`src/common/far_alu_cfg.svh`:
```
// Constants for the far data move, OR and rotate-left datapath
`ifndef FAR_ALU_CFG_SVH
`define FAR_ALU_CFG_SVH
`define FAR_DATA_W      8
`define FAR_ACC_RESET   8'h00
`define FAR_CARRY_RESET 1'b0
`define FAR_ZERO_RESET  1'b0
`define FAR_OP_W        4
`define FAR_WDATA_RESET 8'h00
`define FAR_WE_RESET    1'b0
`endif

```
`src/common/far_alu_pkg.sv`:
```
// Types for the far data move, OR and rotate-left datapath
package far_alu_pkg;
  typedef enum logic [3:0] {
    op_nop                          = 4'h0,
    op_far_move_to_acc              = 4'h1,
    op_far_move_to_mem              = 4'h2,
    op_far_or_to_acc                = 4'h3,
    op_far_or_to_mem                = 4'h4,
    op_far_rotate_left              = 4'h5,
    op_far_rotate_left_to_acc       = 4'h6,
    op_far_rotate_left_carry        = 4'h7,
    op_far_rotate_left_carry_to_acc = 4'h8
  } far_op_type;
  typedef enum logic [1:0] {
    st_idle = 2'b01,
    st_busy = 2'b10
  } exec_state_type;
endpackage : far_alu_pkg

```
`src/core/far_data_move_or_rotate_left.sv`:
```
// Execution datapath for far memory move, OR and rotate-left instructions
// Notes on behaviour
// - Move to accumulator copies memory byte unchanged; flags untouched.
// - Move to memory writes accumulator into memory byte; flags untouched.
// - OR to accumulator: acc OR memory into accumulator; only zero flag changes.
// - OR to memory: acc OR memory back into memory; only zero flag changes.
// - Rotate left: bit 7 into bit 0, written to memory, no flags.
// - Rotate left to accumulator: same rotation into accumulator, memory kept, no flags.
// - Rotate through carry: old bit 7 to carry, old carry to bit 0, to memory.
// - Rotate through carry to accumulator: same, result to accumulator, memory kept.
// - Accumulator rotate variants never write memory.
// - Carry rotates insert the carry value held before execution into bit 0.
`timescale 1ns/1ps
`default_nettype none
`include "far_alu_cfg.svh"
module far_data_move_or_rotate_left
  import far_alu_pkg::*;
#(
  parameter int DATA_W = `FAR_DATA_W
) (
  input  wire logic              ref_clk_i,
  input  wire logic              reset_i,
  input  wire logic              exec_valid_i,
  input  wire logic [3:0]        exec_op_i,
  input  wire logic [DATA_W-1:0] mem_rdata_i,
  input  wire logic              acc_load_i,
  input  wire logic [DATA_W-1:0] acc_load_data_i,
  input  wire logic              carry_load_i,
  input  wire logic              carry_load_data_i,
  output logic [DATA_W-1:0]      mem_wdata_o,
  output logic                   mem_we_o,
  output logic [DATA_W-1:0]      accumulator_o,
  output logic                   carry_o,
  output logic                   zero_o,
  output logic                   done_o
);
  // The bound checker and the 8-bit reset constants assume a byte-wide datapath
  if (DATA_W != 8) begin : g_width_check
    $error("DATA_W must be 8");
  end

  // Instruction code port must match the instruction type
  if ($bits(far_op_type) != `FAR_OP_W) begin : g_op_check
    $error("Instruction code width mismatch");
  end

  far_op_type        op;
  logic [DATA_W-1:0] result;
  logic              acc_we;
  logic              mw_we;
  logic              carry_we;
  logic              carry_new;
  logic              zero_we;
  logic              result_is_zero;
  logic [DATA_W-1:0] bit_clear;

  logic [DATA_W-1:0] acc_reg,   acc_next;
  logic              carry_reg, carry_next;
  logic              zero_reg,  zero_next;
  logic [DATA_W-1:0] wdata_reg, wdata_next;
  logic              we_reg,    we_next;
  exec_state_type    state_reg, state_next;

  // Codes outside the instruction set run as no operation
  always_comb begin
    op = op_nop;
    if (exec_valid_i) begin
      case (exec_op_i)
        op_far_move_to_acc,
        op_far_move_to_mem,
        op_far_or_to_acc,
        op_far_or_to_mem,
        op_far_rotate_left,
        op_far_rotate_left_to_acc,
        op_far_rotate_left_carry,
        op_far_rotate_left_carry_to_acc: begin
          op = far_op_type'(exec_op_i);
        end
        default: begin
          op = op_nop;
        end
      endcase
    end
  end

  far_alu_compute #(
    .DATA_W (DATA_W)
  ) u_compute (
    .op_i       (op),
    .acc_i      (acc_reg),
    .mem_i      (mem_rdata_i),
    .carry_i    (carry_reg),
    .result_o   (result),
    .acc_we_o   (acc_we),
    .mem_we_o   (mw_we),
    .carry_we_o (carry_we),
    .carry_o    (carry_new),
    .zero_we_o  (zero_we)
  );

  // Accumulator: external load, overridden by an instruction result
  always_comb begin
    acc_next = acc_reg;
    if (acc_load_i) begin
      acc_next = acc_load_data_i;
    end
    if (acc_we) begin
      acc_next = result;
    end
  end

  always_ff @(posedge ref_clk_i) begin
    if (reset_i) begin
      acc_reg <= `FAR_ACC_RESET;
    end else begin
      acc_reg <= acc_next;
    end
  end

  // Carry: external load, overridden by a carry rotate
  always_comb begin
    carry_next = carry_reg;
    if (carry_load_i) begin
      carry_next = carry_load_data_i;
    end
    if (carry_we) begin
      carry_next = carry_new;
    end
  end

  always_ff @(posedge ref_clk_i) begin
    if (reset_i) begin
      carry_reg <= `FAR_CARRY_RESET;
    end else begin
      carry_reg <= carry_next;
    end
  end

  // Per-bit zero detect of the result
  for (genvar b = 0; b < DATA_W; b++) begin : g_zero_bit
    assign bit_clear[b] = ~result[b];
  end
  assign result_is_zero = &bit_clear;

  // Zero flag: only the OR instructions touch it
  always_comb begin
    zero_next = zero_reg;
    if (zero_we) begin
      zero_next = result_is_zero;
    end
  end

  always_ff @(posedge ref_clk_i) begin
    if (reset_i) begin
      zero_reg <= `FAR_ZERO_RESET;
    end else begin
      zero_reg <= zero_next;
    end
  end

  // Memory write data: held until the next memory-writing instruction
  always_comb begin
    wdata_next = wdata_reg;
    if (mw_we) begin
      wdata_next = result;
    end
  end

  always_ff @(posedge ref_clk_i) begin
    if (reset_i) begin
      wdata_reg <= `FAR_WDATA_RESET;
    end else begin
      wdata_reg <= wdata_next;
    end
  end

  // Memory write strobe: one cycle per memory-writing instruction
  always_comb begin
    we_next = mw_we;
  end

  always_ff @(posedge ref_clk_i) begin
    if (reset_i) begin
      we_reg <= `FAR_WE_RESET;
    end else begin
      we_reg <= we_next;
    end
  end

  // Execution state: busy in the cycle after each accepted instruction
  always_comb begin
    state_next = state_reg;
    case (state_reg)
      st_idle: begin
        if (exec_valid_i) begin
          state_next = st_busy;
        end
      end
      st_busy: begin
        if (!exec_valid_i) begin
          state_next = st_idle;
        end
      end
      default: begin
        state_next = st_idle;
      end
    endcase
  end

  always_ff @(posedge ref_clk_i) begin
    if (reset_i) begin
      state_reg <= st_idle;
    end else begin
      state_reg <= state_next;
    end
  end

  assign mem_wdata_o   = wdata_reg;
  assign mem_we_o      = we_reg;
  assign accumulator_o = acc_reg;
  assign carry_o       = carry_reg;
  assign zero_o        = zero_reg;
  assign done_o        = (state_reg == st_busy);
endmodule : far_data_move_or_rotate_left
`default_nettype wire

```
`src/core/far_alu_compute.sv`:
```
// Combinational result and flag former for far memory instructions
`timescale 1ns/1ps
`default_nettype none
module far_alu_compute
  import far_alu_pkg::*;
#(
  parameter int DATA_W = 8
) (
  input  wire far_op_type        op_i,
  input  wire logic [DATA_W-1:0] acc_i,
  input  wire logic [DATA_W-1:0] mem_i,
  input  wire logic              carry_i,
  output logic      [DATA_W-1:0] result_o,
  output logic                   acc_we_o,
  output logic                   mem_we_o,
  output logic                   carry_we_o,
  output logic                   carry_o,
  output logic                   zero_we_o
);
  if (DATA_W < 2) begin : g_width_check
    $error("DATA_W must be at least 2");
  end
  always_comb begin
    result_o   = mem_i;
    acc_we_o   = 1'b0;
    mem_we_o   = 1'b0;
    carry_we_o = 1'b0;
    zero_we_o  = 1'b0;
    carry_o    = carry_i;
    case (op_i)
      op_far_move_to_acc: begin
        result_o = mem_i;
        acc_we_o = 1'b1;
      end
      op_far_move_to_mem: begin
        result_o = acc_i;
        mem_we_o = 1'b1;
      end
      op_far_or_to_acc: begin
        result_o  = acc_i | mem_i;
        acc_we_o  = 1'b1;
        zero_we_o = 1'b1;
      end
      op_far_or_to_mem: begin
        result_o  = acc_i | mem_i;
        mem_we_o  = 1'b1;
        zero_we_o = 1'b1;
      end
      op_far_rotate_left: begin
        result_o = {mem_i[DATA_W-2:0], mem_i[DATA_W-1]};
        mem_we_o = 1'b1;
      end
      op_far_rotate_left_to_acc: begin
        result_o = {mem_i[DATA_W-2:0], mem_i[DATA_W-1]};
        acc_we_o = 1'b1;
      end
      op_far_rotate_left_carry: begin
        result_o   = {mem_i[DATA_W-2:0], carry_i};
        carry_o    = mem_i[DATA_W-1];
        carry_we_o = 1'b1;
        mem_we_o   = 1'b1;
      end
      op_far_rotate_left_carry_to_acc: begin
        result_o   = {mem_i[DATA_W-2:0], carry_i};
        carry_o    = mem_i[DATA_W-1];
        carry_we_o = 1'b1;
        acc_we_o   = 1'b1;
      end
      default: begin
        result_o = mem_i;
      end
    endcase
  end
endmodule : far_alu_compute
`default_nettype wire

```
`config.mk`:
```
export PLATFORM = sky130hd
export DESIGN_NAME = far_data_move_or_rotate_left
export DESIGN_NICKNAME = d
export VERILOG_FILES = /design/src/common/far_alu_pkg.sv /design/src/core/far_data_move_or_rotate_left.sv /design/src/core/far_alu_compute.sv
export VERILOG_INCLUDE_DIRS = /design/src /design/src/common
export SDC_FILE = /design/constraint.sdc
export NUM_CORES = 1
export LEC_CHECK = 0
export BUFFER_PORTS_ARGS = -buffer_cell sky130_fd_sc_hd__buf_4
export CAP_MARGIN = 25
export CORE_ASPECT_RATIO = 2
export CORE_UTILIZATION = 47
export CTS_CLUSTER_SIZE = 12
export DETAILED_ROUTE_END_ITERATION = 16
export PLACE_DENSITY = 0.75
export SLEW_MARGIN = 10
export SYNTH_ARGS = -nofsm -noshare
export SYNTH_HDL_FRONTEND = slang
export SYNTH_SLANG_ARGS = --single-unit
export TNS_END_PERCENT = 1
```
`constraint.sdc`:
```
create_clock -name ref_clk_i -period 3 [get_ports ref_clk_i]
set_clock_uncertainty 0.05 [all_clocks]
set_input_delay 0.45 -clock ref_clk_i [delete_from_list [all_inputs] [get_ports ref_clk_i]]
set_output_delay 0.45 -clock ref_clk_i [all_outputs]
set_load 0.01 [all_outputs]
```
# Word-level counts from Yosys, hierarchy flattened
# Index checks and enable logic that the tools add are counted.
# op_classes
n_eq_ne	21
n_mux	15
n_bitwise	9
reduce_logical	11
# op_table
op	count
$eq 4x3->1 const B	8
$pmux 8 s4	1
$eq 4x2->1 const B	4
$mux 8	2
$eq 4x1->1 const B	2
$eq 4x4->1 const B	2
$mux 4	2
$not 1->1	8
$or 8x8->8	1
$reduce_and 8->1	1
$reduce_or 4->1	2
$reduce_or 8->1	1
$mux 1	7
$ne 2x2->1 const B	3
$reduce_or 2->1	3
$mux 2	2
$pmux 2 s2	1
$reduce_and 2->1	2
$reduce_bool 2->1	2
$eq 2x1->1 const B	1
$eq 2x2->1 const B	1
# totals
ff_bits	21
out_inout_bits	20
wordCells	62

# Longest topological paths before layout
# Gate-level depths: netlist of the first run.
# logic_depth
ltp_word	9
ltp_mapped	7
ltp_nobuf	5

# By module
# From an unflattened synthesis of the first run, not the netlist that was laid out.
# hier_totals
hier_cells	140
hier_area_um2	1291.2
# modules_own_cells
module	n_inst	cells_each	area_per_inst_um2
far_data_move_or_rotate_left	1	86	889.6
far_alu_compute	1	54	401.6

# Worst setup path after synthesis of the first run
# No wires, ideal clock.
# synth_timing
kind	input port to flip-flop
from	input exec_valid_i
to	register wdata_reg[0], in the netlist mem_wdata_o[0]
setup_time_ns	0.138
arrival_time_ns	1.580
required_ns	2.812
slack_ns	1.231
stages	6
path_buffers	2
path_cell_list	buf_2 and2b_1 o21a_1 buf_6 a222oi_1 a211oi_1
# synth_via
elab_chain_cells	4
word_cells_on_any_way	14
cone_classes	eq/ne: 7; mux: 3; reduce/logical: 4
# synth_lines
element	line_no	rtl
from (decl)	far_data_move_or_rotate_left.sv:23	input wire logic exec_valid_i,
$mux 4 (*)	far_data_move_or_rotate_left.sv:67	if (exec_valid_i) begin
$eq 4x3->1 (tied with other cells)	far_alu_compute.sv:30	case (op_i)
$reduce_or 2->1 (no line) / $reduce_or 4->1 (equally long branches)	n/a	
$pmux 8 s4 / $mux 1 (equally long branches)	far_alu_compute.sv:30	
to (signal assigned)	far_data_move_or_rotate_left.sv:171	wdata_reg <= `FAR_WDATA_RESET;
to (signal assigned)	far_data_move_or_rotate_left.sv:173	wdata_reg <= wdata_next;
to (decl)	far_data_move_or_rotate_left.sv:60	logic [DATA_W-1:0] wdata_reg, wdata_next;
# Every way passes the cells marked *; elsewhere a longest branch is shown, timed or not.
# A chain may end at the register's enable or synchronous reset.

# Worst setup path after layout of the first run
# layout_timing
from	input exec_op_i[2]
to	register acc_reg[3], in the netlist accumulator_o[3]
# layout_via
elab_chain_cells	8
word_cells_on_any_way	27
cone_classes	eq/ne: 16; mux: 5; reduce/logical: 6
# layout_lines
element	line_no	rtl
from (decl)	far_data_move_or_rotate_left.sv:24	input wire logic [3:0] exec_op_i,
$eq 4x1->1 (tied with other cells)	far_data_move_or_rotate_left.sv:68	case (exec_op_i)
$reduce_or 8->1	far_data_move_or_rotate_left.sv:68	
$mux 4 (*)	far_data_move_or_rotate_left.sv:68	
$mux 4 (*)	far_data_move_or_rotate_left.sv:67	
$eq 4x3->1 (tied with other cells)	far_alu_compute.sv:30	
$reduce_or 2->1 (no line) / $reduce_or 4->1 (equally long branches)	n/a	
$pmux 8 s4 / $mux 1 (equally long branches)	far_alu_compute.sv:30	
$mux 8 / $reduce_bool 2->1 (equally long branches)	n/a	
to (signal assigned)	far_data_move_or_rotate_left.sv:114	acc_reg <= `FAR_ACC_RESET;
to (signal assigned)	far_data_move_or_rotate_left.sv:116	acc_reg <= acc_next;
to (decl)	far_data_move_or_rotate_left.sv:57	logic [DATA_W-1:0] acc_reg, acc_next;
# Marked as above.

==> flow_summary.toml, run 1 <==
[critical_path]
cp.required_ns = 3.12
worst-r2r-cell-count = 4
crit_path_end_kind = "register"
regToRegSetupSlack_ns = 1.59
startpoint = "exec_op_i[2]"
crit_fanout = 16
reg2reg_to = "zero_o"
path_class = "input pin to register"
endpoint = "accumulator_o[3]"
worst_ep_arrival_time_ns = 1.99
cp-start-kind = "input pin"
r2r_start = "accumulator_o[1]"

[drt]
post_drt_wl_per_cell_um = 17.0
drc = 0
routed_via_density = 6.10
num_vias = 1202
drt-initial-drc-count = 21
dr.pass1.iters = 4
ant_nets = 0
drt-total-wl_mm = 3.34

[floorplanning]
rows = 25
fp.dieH_um = 74.2
core_region_area_um2 = 2410
io_pins = 46
die_x_um = 38.1
initial_core_util_pct = 50.8
dieArea_um2 = 2820

[placement]
portBuffers = 45
gp_congestion = 0.847
hpwl_mm = 2.56

[timing]
finalSetupViolations = 0
hold_violations = 0
fmax_ghz = 0.533
rsz0062_at_grt = "false"
fin_crit_sh_pct = 62.6
fin_tns_setup_ns = 0
slew_violations = 0
worst_pin_slew_ns = 0.614
max_slew_margin_pct = 59.0
finalCriticalPeriod_ns = 1.88

[layout]
fillers = 225
diodes = 0
post-route-util_pct = 64.9
area_growth_pct = 27.7
fin_nets = 197
final_cell_mix = "45 x buf_4, 25 x a211oi_1, 21 x dfxtp_1, 11 x nor2b_1, 10 x nor2_1"
final_layout_size_suffix_gt1_share_pct = 34.1
final_common_cell = "buf_4"

[yosys]
async_reset_ff_share_pct = 0
syn_avg_cell_area_um2 = 9.34
syn_inst = 131
ys_seq_area_share_pct = 34.4
synth_edf_count = 0
synth-seq-cells = 21
synth.cell_area_um2 = 1220
synth_ff_type = "dfxtp_1"
ys_warn_count = 0
syn-num-nets = 157
ys_types = 37

[clock_tree]
cts_sinks = 21
tritoncts = "yes"
numCtsBuffers = 3
htree_levels = 1
cts.clk_slew.worst_paths_ns = 0.08
postCtsHoldBufs = 0
cts_resized = 0
cts_root_buffer = "clkbuf_8"
clkLatencyLatePin_ns = 0.26
clockBufferDepth = 2
post_cts_buffers = 0

[grt]
grt.met1_usage_pct = 28.0
grt_max_degree = 22
antenna_found_initial = 0
grt_util_met2_pct = 44.4
use_met3_pct = 2.99
grt_pass1_vias = 1164
grt_util_all_layers_pct = 25.8
top_usage_layer = "met2"
overflow = 0
grt_pass1_wl_mm = 5.23

[outcome]
status = "finished, final reports clean"

[job]
maxCapViolCount = 0

[power_and_ir_drop]
ir_worst_vdd_mv = 0.323
power.density_nw_per_um2 = 424
p_leak_uw = 0.000663

[worst_hold_path]
hp-class = "register to register"
-- cells in the mapped netlist (all sizes together), types with 4 or more instances --
| library cell | number | area, um^2 |
|---|---|---|
| dfxtp | 21 | 420 |
| nor2b | 11 | 68.8 |
| a21oi | 8 | 40.0 |
| a22o | 7 | 66.3 |
| nor2 | 11 | 43.8 |
| o21ai | 4 | 20.0 |
| clkbuf | 4 | 25.0 |
| a211oi | 25 | 188 |
| o21a | 4 | 30.0 |
| buf | 6 | 53.8 |
-- cell type report --
cell class | instances | area [um^2] | area share [%]
Multi-Input combinational cell | 98 | 717 | 45.9
Sequential cell | 21 | 420 | 26.9
Timing Repair Buffer | 45 | 338 | 21.6
Clock buffer | 3 | 41.3 | 2.64
Tap cell | 27 | 33.8 | 2.16
Inverter | 2 | 7.51 | 0.480
Clock inverter | 1 | 5.00 | 0.320
-- through the flow --
step	setup WS, ns	instance area [um^2]	hold WS (ns)	power (uW)	std cells
3_3_place_gp	0.906	1520	0.439	477	193
6_report	1.12	1560	0.451	663	197
3_5_place_dp	0.899	1520	0.450	482	193
4_1_cts	1.16	1560	0.460	666	197
5_1_grt	1.04	1560	0.458	698	197
2_1_floorplan	1.23	1220	0.470	412	131
-- power breakdown --
part	internal, uW	switching (uW)
clock	92.6	93.6
sequential	297	14.9
combinational	82.8	81.6
-- worst max-delay path, stage by stage --
cell	delay (ns)
buf_4	0.15
nor4b_4	0.44
o21a_1	0.56
a211oi_1	0.11
a211oi_1	0.28
-- worst min-delay path by stage --
| stage | endpoint | start | cells after the start | slack [ns] |
|---|---|---|---|---|
| detailed placement | mem_wdata_o[1] | mem_wdata_o[1] | 2 | 0.45 |
| CTS | mem_wdata_o[1] | mem_wdata_o[1] | 2 | 0.46 |
| finish | mem_wdata_o[1] | mem_wdata_o[1] | 2 | 0.45 |
| floorplan | mem_wdata_o[0] | mem_wdata_o[0] | 2 | 0.47 |
| global route | carry_o | mem_rdata_i[7] | 3 | 0.46 |
| global placement | mem_wdata_o[2] | mem_wdata_o[2] | 2 | 0.44 |
-- metal layers --
metal | share of wire, % | wire, um
met2 | 52 | 1720
met3 | 4.6 | 154
met1 | 39 | 1290
met4 | 5.1 | 170
met5 | 0 | 0
-- cells by family after synthesis --
| family | synth area share, % |
|---|---|
| AND/OR/NAND/NOR | 21.0 |
| buffers and inverters | 7.05 |
| flip-flops | 34.4 |
| multiplexers | 2.04 |
| XOR/XNOR | 2.15 |
| AO/OA/AOI/OAI | 33.4 |
Note: power is estimated with default switching activity, not from simulation.
==> inputs of run 2 (changes only) <==
Clock period 3 ns to 1.9 ns, I/O delays scaled along.
==> flow_summary.toml, run 2 (synthesized netlist as in run 1, its figures left out) <==
[clock_tree]
clockBufferDepth = 2
postCtsHoldBufs = 0
post_cts_buffers = 0
tritoncts = "yes"
htree_levels = 1
cts_sinks = 21
cts.clk_slew.worst_paths_ns = 0.08
cts_root_buffer = "clkbuf_8"
numCtsBuffers = 3
cts_resized = 0
clkLatencyLatePin_ns = 0.26

[critical_path]
crit_fanout = 11
cp-start-kind = "input pin"
worst_path_max_delay_cell = "nor4b_4"
max_stage_delay_ns = 0.43
crit_path_end_kind = "register"
cp.required_ns = 1.99
worst_ep_arrival_time_ns = 1.74
path_class = "input pin to register"
r2r_start = "accumulator_o[1]"
path_cells = "buf_4 > nor4b_4 > a22oi_4 > a22o_2 > a21oi_1 > a211oi_1"
startpoint = "exec_op_i[2]"

[layout]
fin_nets = 199
design_area_um2 = 1580
fillers = 210
final_cell_mix = "47 x buf_4, 25 x a211oi_1, 21 x dfxtp_1, 11 x nor2b_1, 10 x nor2_1"
multiInputGateArea_um2 = 717
area_growth_pct = 28.8
seqCellArea_um2 = 420
final_layout_size_suffix_gt1_share_pct = 34.3
diodes = 0
final_common_cell = "buf_4"

[floorplanning]
dieArea_um2 = 2820
die_x_um = 38.1
io_pins = 46
core_region_area_um2 = 2410
rows = 25
initial_core_util_pct = 50.8
fp.dieH_um = 74.2

[placement]
hpwl_mm = 2.65
gp_congestion = 0.809
portBuffers = 45
placed_area_um2 = 1530

[drt]
post_drt_wl_per_cell_um = 16.6
num_vias = 1207
routed_via_density = 6.07
drt-total-wl_mm = 3.31
drt-initial-drc-count = 17
dr.pass1.iters = 4
drc = 0
ant_nets = 0

[timing]
fmax_ghz = 0.603
fin_tns_setup_ns = 0
finalCriticalPeriod_ns = 1.66
hold_violations = 0
slew_violations = 0
rsz0062_at_grt = "false"
worst_pin_slew_ns = 0.458
hold_ws_ns = 0.296
fin_crit_sh_pct = 87.2
finalSetupViolations = 0
max_slew_margin_pct = 69.5

[grt]
grt_util_all_layers_pct = 26.8
grt_pass1_wl_mm = 5.40
overflow = 0
grt_pass1_vias = 1180
grt_max_degree = 22
antenna_found_initial = 0

[job]
maxCapViolCount = 0

[power_and_ir_drop]
power.density_nw_per_um2 = 664
internal-power_uw = 753
pwr-share-seq_pct = 47.2
p_leak_uw = 0.000671
switching_share_pct = 28.1
ir_worst_vdd_mv = 0.342
switchingPower_uw = 295
p_comb_share_pct = 24.9
clock_power_share_pct = 27.9

[worst_hold_path]
min_from = "mem_rdata_i[7]"
hp-class = "input pin to register"

[outcome]
status = "finished, final reports clean"
run 2: changes by cell type in the layout (fill, tap and decap cells not counted), sizes merged:
cell / previous run / this run
buf: 45 / 47
clkbuf: 3 / 4
clkinv: 1 / 0
run 2: layer usage:
layer / global-route usage, % / part of all wire, % / vias up
met4: 15.9 / 4.3 / 0
met3: 2.69 / 4.3 / 11
li1: - / - / 581
met5: 0 / 0 / -
met2: 47.1 / 55 / 36
met1: 29.4 / 37 / 579
run 2: final cells by class:
| type | count | share of cell area, % |
|---|---|---|
| inverters | 2 | 0.476 |
| well taps | 27 | 2.14 |
| flip-flops and latches | 21 | 26.7 |
| multi-input cells | 98 | 45.5 |
| repair buffers | 47 | 22.4 |
| clock buffers | 4 | 2.86 |
run 2: path summary, 6_finish.rpt:
check                      to  slack [ns]  depth (start not counted)
min reg2reg    mem_wdata_o[0]        0.45                          2
max reg2reg            zero_o        0.58                          4
max          accumulator_o[6]        0.24                          6
min                   carry_o        0.30                          3
run 2: stage by stage:
step | setup WS, ns | std cells | utilization (%) | total power, uW
after floorplan | 0.296 | 131 | - | 651
after global placement | -0.0203 | 195 | 63.6 | 757
after detailed placement | -0.0283 | 195 | 63.6 | 765
after CTS | 0.240 | 199 | 65.5 | 1050
after global routing | 0.113 | 199 | 65.5 | 1100
final | 0.243 | 199 | 65.5 | 1050
run 2: power by group through the flow:
stage          registers [uW]  logic (uW)  clock network (uW)
6_report                  494         261                 292
5_1_grt                   498         286                 314
4_1_cts                   494         263                 293
3_5_place_dp              504         261                   0
3_3_place_gp              502         255                   0
2_1_floorplan             510         141                   0
run 2: worst max-delay path: cells and delay by family:
kind | cells | cell delay (ns)
compound gates | 4 | 0.87
simple gates | 1 | 0.43
buf+inv | 1 | 0.15
==> inputs of run 3 (changes only) <==
Settings changed: PLACE_DENSITY 0.75 to 0.74, RECOVER_POWER from default to 25, SYNTH_HIERARCHICAL from default to 1.
==> flow_summary.toml, run 3 <==
[outcome]
status = "finished, violations left"
failed_checks = "setup timing"

[critical_path]
regToRegSetupSlack_ns = 0.25
r2r_start = "carry_o"
startpoint = "exec_op_i[2]"
crit_path_end_kind = "register"
endpoint = "zero_o"
path_class = "input pin to register"
cp-start-kind = "input pin"
worst-r2r-cell-count = 8
crit_fanout = 7
worst_ep_arrival_time_ns = 2.10
cp.required_ns = 2.01
reg2reg_to = "mem_wdata_o[0]"

[placement]
dp_slack_ns = -0.419
gp_congestion = 0.860
portBuffers = 45
hpwl_mm = 2.85

[drt]
dr.pass1.iters = 4
post_drt_wl_per_cell_um = 15.8
num_vias = 1325
routed_via_density = 5.59
drt-total-wl_mm = 3.74
drc = 0
drt-initial-drc-count = 32
ant_nets = 0

[job]
maxCapViolCount = 0

[clock_tree]
postCtsHoldBufs = 0
cts_sinks = 21
cts.clk_slew.worst_paths_ns = 0.08
clkLatencyLatePin_ns = 0.26
htree_levels = 1
cts_root_buffer = "clkbuf_8"
tritoncts = "yes"
clockBufferDepth = 2
numCtsBuffers = 3

[layout]
final_layout_size_suffix_gt1_share_pct = 46.4
post-route-util_pct = 74.6
final_cell_mix = "70 x buf_4, 21 x dfxtp_1, 18 x mux2i_1, 12 x nor2_1, 11 x nor2b_1"
area_growth_pct = 48.4
diodes = 0
fin_nets = 236
final_common_cell = "buf_4"

[yosys]
syn-num-nets = 166
ys_seq_area_share_pct = 32.6
ys_warn_count = 6
ys_types = 38
synth-seq-cells = 21
synth_common_cells = "21 x dfxtp_1, 18 x mux2i_1, 14 x nor2b_1"
synth_ff_type = "dfxtp_1"
syn_inst = 140
synth.cell_area_um2 = 1290
yosysMostFrequentCell = "dfxtp_1"
synth_edf_count = 0
synth_top_area_share_pct = 32.6
yosysTopAreaCell = "dfxtp_1"
async_reset_ff_share_pct = 0
syn_avg_cell_area_um2 = 9.22
synth.top_cells.by_area = "dfxtp_1 33%, mux2i_1 14%, nor2b_1 6.8%, a221o_1 5.4%, a211oi_1 5.2%"

[timing]
fin_tns_setup_ns = -0.159
fin_crit_sh_pct = 105
finalCriticalPeriod_ns = 2.00
max_slew_margin_pct = 75.1
slew_violations = 0
hold_ws_ns = 0.289
layout_setup_ws_ns = -0.0957
rsz0062_at_grt = "true"
finalSetupViolations = 5
fmax_ghz = 0.501
hold_violations = 0
worst_pin_slew_ns = 0.374

[grt]
grt_util_all_layers_pct = 27.7
grt_pass1_wl_mm = 6.04
grt_max_degree = 23
overflow = 0
grt_pass1_vias = 1383
antenna_found_initial = 0

[floorplanning]
rows = 26
fp.dieH_um = 76.1
initial_core_util_pct = 50.2
io_pins = 46
die_x_um = 39.1
dieArea_um2 = 2970
core_region_area_um2 = 2570

[power_and_ir_drop]
power.density_nw_per_um2 = 584
ir_worst_vdd_mv = 0.489
p_leak_uw = 0.000860
finalPower_uw = 1120

[worst_hold_path]
min_from = "exec_valid_i"
hp-class = "input pin to register"
==> run 3: cell count changes after synthesis, sizes merged, moves of 3 or more <==
cell / previous run / this run
a211oi: 25 / 9
a21oi: 8 / 5
a221o: 0 / 7
a22o: 7 / 0
and2: 0 / 10
clkbuf: 4 / 0
mux2i: 1 / 18
nor2b: 11 / 14
o21a: 4 / 0
==> run 3: cell families after synthesis <==
logic type / after synthesis / share of synthesized area (%)
multiplexers: 19 / 15.1
XOR/XNOR: 2 / 1.36
buffers and inverters: 11 / 5.52
AO/OA/AOI/OAI: 31 / 19.4
AND/OR/NAND/NOR: 56 / 26.1
flip-flops: 21 / 32.6
==> run 3: critical path: stages <==
cell	delay [ns]
buf_4	0.11
nand3b_1	0.15
nor3_2	0.12
buf_4	0.15
or4b_4	0.49
o21ai_4	0.11
and2_4	0.17
a221o_1	0.18
nor4_1	0.08
a31o_2	0.25
==> run 3: final cells by class <==
class	count	area [um^2]
Clock inverter	1	5.00
Multi-Input combinational cell	108	867
Inverter	3	11.3
Tap cell	28	35.0
Timing Repair Buffer	73	537
Clock buffer	3	41.3
Fill cell	211	653
Sequential cell	21	420
==> run 3: layer usage <==
metal | GRT usage [%] | vias up | share of wire [%]
li1 | - | 644 | -
met1 | 29.1 | 617 | 36
met2 | 48.5 | 49 | 56
met3 | 3.21 | 15 | 4.0
met4 | 15.2 | 0 | 4.5
met5 | 0 | - | 0
==> run 3: how the worst min path moves through the flow <==
stage               slack, ns             end  cells after the start
floorplan                0.32    state_reg[0]                      1
global placement         0.43  mem_wdata_o[3]                      2
detailed placement       0.44  mem_wdata_o[3]                      2
CTS                      0.28    state_reg[0]                      3
global route             0.29    state_reg[0]                      3
finish                   0.29    state_reg[0]                      3
==> run 3: what timing repair did <==
action	CTS	global route
endpoints found under the setup margin	17	18
buffers inserted	1	2
pin swaps	1	1
resized for setup	3	8
==> run 3: power breakdown <==
part,internal (uW),switching (uW)
clock network,146,148
logic,182,149
registers,471,23.1
total,799,320
==> run 3: through the flow <==
stage	cell area, um^2	instances
global placement	1830	230
global route	1920	237
CTS	1890	235
detailed placement	1830	230
floorplan	1340	140
finish	1920	237
